<file path="src/core/bcs_pkg.sv">
// Purpose: shared constants of the relay-bus controller command/status block
// Assumes: 32-bit apb data, one word per register
// Notes:   offsets are byte addresses
package bcs_pkg;
  localparam int          ADDR_W        = 8;
  localparam int          DATA_W        = 32;
  localparam logic [7:0]  OFS_STATUS    = 8'h00;
  localparam logic [7:0]  OFS_COMMAND   = 8'h04;
  localparam logic [7:0]  OFS_LAST_OP   = 8'h08;
  localparam logic [7:0]  OFS_EXCEPTION = 8'h0C;
  localparam logic [7:0]  OFS_NODE_STAT = 8'h10;
  // controller_status_reg bits
  localparam int          ST_RESET      = 0;
  localparam int          ST_INTERNAL   = 1;
  localparam int          ST_LINK       = 2;
  localparam int          ST_BUS        = 3;
  localparam int          ST_MISMATCH   = 4;
  localparam int          ST_LIMIT      = 5;
  localparam int          ST_TERM       = 6;
  localparam int          ST_BUSY       = 7;
  // node_status_reg bits
  localparam int          NS_RESET      = 0;
  localparam int          NS_INTERNAL   = 1;
  localparam int          NS_BUS        = 2;
  localparam int          NS_ALARM      = 3;
  // command_code_byte operation codes
  localparam logic [7:0]  OP_NONE       = 8'h00;
  localparam logic [7:0]  OP_SEQ_ROLL   = 8'h01;
  localparam logic [7:0]  OP_PRES_ROLL  = 8'h02;
  localparam logic [7:0]  OP_AUTOCONFIG = 8'h03;
  // exception codes
  localparam logic [7:0]  EXC_NONE      = 8'h00;
  localparam logic [7:0]  EXC_FUNC      = 8'h01;
  localparam logic [7:0]  EXC_ADDR      = 8'h02;
  localparam logic [7:0]  EXC_DATA      = 8'h03;
  localparam logic [7:0]  EXC_ACK       = 8'h05;
  localparam logic [7:0]  EXC_BUSY      = 8'h06;
  typedef enum logic {
    BCS_IDLE,
    BCS_BUSY
  } bcs_state_e;
endpackage

</file>
<file path="src/core/bcs_ctrl.sv">
// Purpose: command interpreter and status registers of a relay-bus controller
// Assumes: inputs synchronous to clk (40 MHz), apb slave, operation engine outside
// Notes:   one wait state on every apb access; effects land on the pready edge
//
// Operation
// - controller reset flag records every reset event
// - reset flag set at power-up, cleared by reading status
// - internal error flag follows presence of any internal error
// - host link errors set a sticky link comm error flag
// - relay-node bus errors set a sticky bus error flag
// - mismatch and limit flags follow their error conditions
// - termination checked after power-up, fault sets termination flag
// - node status holds a node reset flag
// - node status holds internal and bus comm error flags
// - node status holds an alarm flag while alarm present
// - command written as opcode 1, 2 or 3 into command byte
// - accepted command answered with exception code 5, then busy
// - busy flag held while operation runs, cleared on completion
// - new commands refused while busy
// - while busy only status and last operation are readable
// - while busy node-directed requests dropped, no reply
//
// Implementation choices: the APB register port and the placing of the registers.
module bcs_ctrl #(
  parameter int ADDR_W = bcs_pkg::ADDR_W,
  parameter int DATA_W = bcs_pkg::DATA_W
) (
  input  wire logic              clk,
  input  wire logic              nrst,
  input  wire logic              ce,
  input  wire logic              psel,
  input  wire logic              penable,
  input  wire logic              pwrite,
  input  wire logic [ADDR_W-1:0] paddr,
  input  wire logic [DATA_W-1:0] pwdata,
  output logic      [DATA_W-1:0] prdata,
  output logic                   pready,
  output logic                   pslverr,
  input  wire logic              op_done,
  input  wire logic              internal_error,
  input  wire logic              link_err,
  input  wire logic              node_bus_err,
  input  wire logic              mismatch_err,
  input  wire logic              limit_err,
  input  wire logic              term_fault,
  input  wire logic              node_int_err,
  input  wire logic              node_link_err,
  input  wire logic              node_alarm,
  input  wire logic              node_req,
  output logic                   controller_busy_flag,
  output logic                   op_start,
  output logic      [7:0]        op_code,
  output logic                   node_fwd
);

  bcs_pkg::bcs_state_e state_reg;
  logic                  ready_reg;
  logic                  slverr_reg;
  logic [DATA_W-1:0]     rdata_reg;
  logic [7:0]            resp_reg;
  logic [7:0]            resp_next;
  logic [DATA_W-1:0]     rdata_next;
  logic                  start_reg;
  logic [7:0]            opcode_reg;
  logic                  fwd_reg;
  logic [7:0]            last_op_reg;
  logic [7:0]            exception_reg;
  logic                  init_reg;
  logic                  controller_reset_flag;
  logic                  internal_error_flag;
  logic                  link_comm_error_flag;
  logic                  node_bus_error_flag;
  logic                  device_mismatch_flag;
  logic                  device_limit_flag;
  logic                  termination_error_flag;
  logic                  node_reset_flag;
  logic                  node_internal_flag;
  logic                  node_comm_flag;
  logic                  node_alarm_flag;
  logic                  busy;
  logic                  decide;
  logic                  acc;
  logic                  acc_ok;
  logic                  wr_status;
  logic                  wr_node;

  function automatic logic valid_op(input logic [7:0] code);
    valid_op = (code == bcs_pkg::OP_SEQ_ROLL) || (code == bcs_pkg::OP_PRES_ROLL) ||
               (code == bcs_pkg::OP_AUTOCONFIG);
  endfunction

  function automatic logic open_when_busy(input logic [ADDR_W-1:0] a, input logic wr);
    open_when_busy = !wr && (a == ADDR_W'(bcs_pkg::OFS_STATUS) || a == ADDR_W'(bcs_pkg::OFS_LAST_OP));
  endfunction

  assign busy      = (state_reg == bcs_pkg::BCS_BUSY);
  assign decide    = psel && penable && !ready_reg;
  assign acc       = psel && penable && ready_reg;
  assign acc_ok    = acc && (resp_reg == bcs_pkg::EXC_NONE);
  assign wr_status = acc_ok && pwrite && paddr == ADDR_W'(bcs_pkg::OFS_STATUS);
  assign wr_node   = acc_ok && pwrite && paddr == ADDR_W'(bcs_pkg::OFS_NODE_STAT);

  // access decision taken in the first access cycle, held until pready edge
  always_comb begin
    resp_next  = bcs_pkg::EXC_NONE;
    rdata_next = '0;
    if (busy && !open_when_busy(paddr, pwrite)) begin
      resp_next = bcs_pkg::EXC_BUSY;
    end else begin
      case (paddr)
        ADDR_W'(bcs_pkg::OFS_STATUS): begin
          rdata_next[bcs_pkg::ST_RESET]    = controller_reset_flag;
          rdata_next[bcs_pkg::ST_INTERNAL] = internal_error_flag;
          rdata_next[bcs_pkg::ST_LINK]     = link_comm_error_flag;
          rdata_next[bcs_pkg::ST_BUS]      = node_bus_error_flag;
          rdata_next[bcs_pkg::ST_MISMATCH] = device_mismatch_flag;
          rdata_next[bcs_pkg::ST_LIMIT]    = device_limit_flag;
          rdata_next[bcs_pkg::ST_TERM]     = termination_error_flag;
          rdata_next[bcs_pkg::ST_BUSY]     = busy;
        end
        ADDR_W'(bcs_pkg::OFS_COMMAND): begin
          if (pwrite) begin
            resp_next = valid_op(pwdata[7:0]) ? bcs_pkg::EXC_ACK : bcs_pkg::EXC_DATA;
          end
        end
        ADDR_W'(bcs_pkg::OFS_LAST_OP): begin
          if (pwrite) begin
            resp_next = bcs_pkg::EXC_FUNC;
          end
          rdata_next[7:0] = last_op_reg;
        end
        ADDR_W'(bcs_pkg::OFS_EXCEPTION): begin
          if (pwrite) begin
            resp_next = bcs_pkg::EXC_FUNC;
          end
          rdata_next[7:0] = exception_reg;
        end
        ADDR_W'(bcs_pkg::OFS_NODE_STAT): begin
          rdata_next[bcs_pkg::NS_RESET]    = node_reset_flag;
          rdata_next[bcs_pkg::NS_INTERNAL] = node_internal_flag;
          rdata_next[bcs_pkg::NS_BUS]      = node_comm_flag;
          rdata_next[bcs_pkg::NS_ALARM]    = node_alarm_flag;
        end
        default: begin
          resp_next = bcs_pkg::EXC_ADDR;
        end
      endcase
    end
  end

  // apb answer: one wait state, data and error registered with pready
  always_ff @(posedge clk or negedge nrst) begin
    if (!nrst) begin
      ready_reg  <= 1'b0;
      slverr_reg <= 1'b0;
      rdata_reg  <= '0;
      resp_reg   <= bcs_pkg::EXC_NONE;
    end else if (ce) begin
      ready_reg <= decide;
      if (decide) begin
        resp_reg   <= resp_next;
        slverr_reg <= resp_next != bcs_pkg::EXC_NONE && resp_next != bcs_pkg::EXC_ACK;
        rdata_reg  <= pwrite ? '0 : rdata_next;
      end else begin
        slverr_reg <= 1'b0;
        rdata_reg  <= '0;
      end
    end
  end

  // command state: accept, run, complete
  always_ff @(posedge clk or negedge nrst) begin
    if (!nrst) begin
      state_reg   <= bcs_pkg::BCS_IDLE;
      start_reg   <= 1'b0;
      opcode_reg  <= bcs_pkg::OP_NONE;
      last_op_reg <= bcs_pkg::OP_NONE;
    end else if (ce) begin
      start_reg <= 1'b0;
      case (state_reg)
        bcs_pkg::BCS_IDLE: begin
          if (acc && resp_reg == bcs_pkg::EXC_ACK) begin
            state_reg   <= bcs_pkg::BCS_BUSY;
            start_reg   <= 1'b1;
            opcode_reg  <= pwdata[7:0];
            last_op_reg <= pwdata[7:0];
          end
        end
        bcs_pkg::BCS_BUSY: begin
          if (op_done) begin
            state_reg <= bcs_pkg::BCS_IDLE;
          end
        end
        default: begin
          state_reg <= bcs_pkg::BCS_IDLE;
        end
      endcase
    end
  end

  // last answer code kept for software, including the acknowledge
  always_ff @(posedge clk or negedge nrst) begin
    if (!nrst) begin
      exception_reg <= bcs_pkg::EXC_NONE;
    end else if (ce && acc) begin
      exception_reg <= resp_reg;
    end
  end

  // node-directed traffic is dropped while busy, not queued
  always_ff @(posedge clk or negedge nrst) begin
    if (!nrst) begin
      fwd_reg <= 1'b0;
    end else if (ce) begin
      fwd_reg <= node_req && !busy;
    end
  end

  // controller reset flag: read clears it
  always_ff @(posedge clk or negedge nrst) begin
    if (!nrst) begin
      controller_reset_flag <= 1'b1;
    end else if (ce && acc_ok && !pwrite && paddr == ADDR_W'(bcs_pkg::OFS_STATUS)) begin
      controller_reset_flag <= 1'b0;
    end
  end

  // level flags follow their causes
  always_ff @(posedge clk or negedge nrst) begin
    if (!nrst) begin
      internal_error_flag  <= 1'b0;
      device_mismatch_flag <= 1'b0;
      device_limit_flag    <= 1'b0;
    end else if (ce) begin
      internal_error_flag  <= internal_error;
      device_mismatch_flag <= mismatch_err;
      device_limit_flag    <= limit_err;
    end
  end

  // sticky error flags, write one to clear; a new error wins over the clear
  always_ff @(posedge clk or negedge nrst) begin
    if (!nrst) begin
      link_comm_error_flag <= 1'b0;
      node_bus_error_flag  <= 1'b0;
    end else if (ce) begin
      link_comm_error_flag <= link_err ||
        (link_comm_error_flag && !(wr_status && pwdata[bcs_pkg::ST_LINK]));
      node_bus_error_flag  <= node_bus_err ||
        (node_bus_error_flag && !(wr_status && pwdata[bcs_pkg::ST_BUS]));
    end
  end

  // termination sampled once at the first enabled edge after reset release
  always_ff @(posedge clk or negedge nrst) begin
    if (!nrst) begin
      init_reg               <= 1'b0;
      termination_error_flag <= 1'b0;
    end else if (ce) begin
      init_reg <= 1'b1;
      if (!init_reg) begin
        termination_error_flag <= term_fault;
      end else if (wr_status && pwdata[bcs_pkg::ST_TERM]) begin
        termination_error_flag <= 1'b0;
      end
    end
  end

  // node status image
  always_ff @(posedge clk or negedge nrst) begin
    if (!nrst) begin
      node_reset_flag    <= 1'b1;
      node_internal_flag <= 1'b0;
      node_comm_flag     <= 1'b0;
      node_alarm_flag    <= 1'b0;
    end else if (ce) begin
      if (acc_ok && !pwrite && paddr == ADDR_W'(bcs_pkg::OFS_NODE_STAT)) begin
        node_reset_flag <= 1'b0;
      end
      node_internal_flag <= node_int_err;
      node_comm_flag     <= node_link_err ||
        (node_comm_flag && !(wr_node && pwdata[bcs_pkg::NS_BUS]));
      node_alarm_flag    <= node_alarm;
    end
  end

  assign prdata               = rdata_reg;
  assign pready               = ready_reg;
  assign pslverr              = slverr_reg;
  assign controller_busy_flag = busy;
  assign op_start             = start_reg;
  assign op_code              = opcode_reg;
  assign node_fwd             = fwd_reg;
endmodule // bcs_ctrl

</file>
<file path="config.mk">
export PLATFORM = sky130hd
export DESIGN_NAME = bcs_ctrl
export DESIGN_NICKNAME = d
export VERILOG_FILES = /design/src/core/bcs_pkg.sv /design/src/core/bcs_ctrl.sv
export SDC_FILE = /design/constraint.sdc
export NUM_CORES = 1
export LEC_CHECK = 0
export BUFFER_PORTS_ARGS = -buffer_cell sky130_fd_sc_hd__buf_2
export CAP_MARGIN = 20
export CELL_PAD_IN_SITES_DETAIL_PLACEMENT = 1
export CELL_PAD_IN_SITES_GLOBAL_PLACEMENT = 1
export CORE_MARGIN = 10
export CORE_UTILIZATION = 25
export DETAILED_ROUTE_END_ITERATION = 12
export PLACE_DENSITY_LB_ADDON = 0.15
export SLEW_MARGIN = 20
export SYNTH_ARGS = -nofsm -noshare
export SYNTH_HDL_FRONTEND = slang
export SYNTH_SLANG_ARGS = --single-unit
</file>
<file path="constraint.sdc">
create_clock -name clk -period 1.42 [get_ports clk]
set_clock_uncertainty 0.2 [all_clocks]
set_input_delay 0.071 -clock clk [delete_from_list [all_inputs] [get_ports clk]]
set_output_delay 0.071 -clock clk [all_outputs]
set_load 0.01 [all_outputs]
</file>
==> reports/results.tsv <==
metric	value	unit
status	finished with violations	
violations	negative setup slack	
wl_met1	3390	µm
synth-seq-area-share	46.7	%
antenna_found_initial	0	
synthAdderAreaFrac	0	%
arrival	1.60	ns
routed_wl	7190	µm
clkSinkCount	39	
die_x	112	µm
cts_buffer_depth	2	
coreArea	8180	µm²
track_usage	11.2	%
yosysWarningCount	0	
grt_pass1_wl	11400	µm
syn2layout_area_growth	45.4	%
synth_top_family_by_area	simple AND/OR/NAND/NOR gates	
row_count	33	
drc	0	
place.port_buffers	53	
fin_tns_setup	-2.21	ns
ys_ff_latch	39	
min_period	1.58	ns
rrSetupSlack	-0.16	ns
dp_slack	-0.178	ns
dr.pass1.iters	4	
met3_length	291	µm
syn-instance-count	199	
fmax	634	MHz
cp_data_required_time	1.44	ns
hold_path.class	in -> async	
cp-end-kind	register	
initial_utilization	25.6	%
synth_xor_area_share	0	%
die_h	112	µm
post-route-period-util	111	%
placed_area	2610	µm²
final_nets	361	
rsz0062_at_grt	yes	
grt_pass1_vias	2042	
cellPowerDensity	761	nW/µm²
fin_ws	-0.156	ns
syn_area_per_cell	10.5	µm²
synthMuxAreaShare	10.8	%
vias	1839	
final-setup-viol-count	25	
synthesis.area	2090	µm²
wire_per_inst	17.5	µm
clk_pin_slew	0.08	ns
highest_layer	met4	
drive_gt1_share	44.3	%
synthSimpleGateAreaFrac	18.7	%
dieArea	12400	µm²
total_power	2.32	mW
postRouteAntennaNets	0	
htreeDepth	2	
ys.flop_type	dfrtp_1	
timing.final.hold_violations	0	
leakage	1.53	nW
cap_violations	0	
antenna_cells	0	
synth_edf_count	0	
grt_start_max_net_pins	21	
clk_latency	0.29	ns
cts_buffers	5	
drt_iter0_drc	29	
met2_length	3440	µm
maxSlewViolCount	0	
crit_path_max_fanout	4	
place_hpwl	5420	µm
synthDistinctLibCells	46	
cts_tree	built	
cts_root_buffer	clkbuf_8	
gp_congestion	0.795	
viasPerCell	4.49	
crit_path_start_kind	register	
final_area	3040	µm²
grt_overflow	0	
holdWs	0.0133	ns
peakVddDrop	0.436	mV
synth-compound-area-share	12.3	%
critPathKind	reg -> reg	
async_flop_share	100	%
pin_count	102	
## metrics by stage
step | util, % | instances
detailed placement | 32.0 | 375
global route | 37.2 | 410
finish | 37.2 | 410
floorplan | - | 222
CTS | 36.5 | 408
global placement | 32.0 | 375
## power breakdown
part	total (mW)	switching, mW	internal (mW)
Combinational	0.391	0.210	0.181
Clock	0.752	0.408	0.344
Sequential	1.17	0.0259	1.15
Total	2.32	0.643	1.67
## metal layers
metal	up-vias	GRT usage (%)
met1	907	14.0
li1	876	-
met4	0	2.83
met5	-	0
met3	5	2.47
met2	51	19.0
## path summary, 6_finish.rpt
kind / cells past startpoint / to / startpoint
setup / recovery: 5 / prdata[4] / pready
hold reg to reg: 1 / controller_reset_flag / controller_reset_flag
min in group clk: 4 / node_comm_flag / pwrite
max in group asynchronous: 3 / controller_busy_flag / nrst
hold / removal: 2 / internal_error_flag / nrst
setup reg to reg: 5 / prdata[4] / pready
## cells by family (layout without fill, tap and decap cells)
family | Yosys count | in the layout
other | 1 | 24
muxes | 21 | 21
and+or+nand+nor | 67 | 68
AOI/OAI and AO/OA | 34 | 34
DFF | 39 | 39
buffers and inverters | 37 | 119
## placed cells by master (no fill, tap or decap), drive strengths merged, types with 2 or more instances in the layout
cell type    instances
buf                 87
dfrtp               37
o2bb2ai             11
dfstp                2
nor2                12
nand2               27
inv                  3
a41oi                3
mux2i                8
a21oi                2
nand4                3
o21ai                7
clkbuf               6
nor4b                2
nand3b               3
dlygate4sd3         21
o211ai               2
nand4b               3
conb                24
mux2                13
nor3                 2
nand3                5
or2                  2
or3                  2
## cells in the mapped netlist (all sizes together), types with 3 or more instances
| cell type | count | area, µm² |
|---|---|---|
| nand3 | 5 | 25.0 |
| mux2i | 8 | 80.1 |
| inv | 3 | 11.3 |
| nor2 | 12 | 47.6 |
| nand4 | 3 | 31.3 |
| clkbuf | 3 | 11.3 |
| dfrtp | 37 | 926 |
| a41oi | 3 | 26.3 |
| o2bb2ai | 11 | 96.3 |
| nand2 | 27 | 101 |
| nand3b | 3 | 22.5 |
| mux2 | 13 | 146 |
| buf | 31 | 214 |
| o21ai | 7 | 35.0 |
## critical path: stages (launching register included)
cell and delay [ns]:
dfrtp_2 0.44, nand4b_1 0.29, nor2_4 0.18, buf_4 0.14, nand3_4 0.11, o2bb2ai_1 0.15
## area by class of cell
type | instances | area (µm²)
fill | 967 | 5130
multi-input combinational | 147 | 1080
sequential | 39 | 982
timing repair buffer | 108 | 751
tap | 105 | 131
clock buffer | 6 | 72.6
clock inverter | 2 | 12.5
inverter | 3 | 11.3
## timing repair
item	CTS	global route
gates resized for setup	9	12
endpoints found under the setup margin	22	27
buffers inserted	3	2
cloned	1	0
hold buffers	21	0
pin swaps	16	4
hold endpoints to repair	62	0
Power figures use the tool's default switching activity.
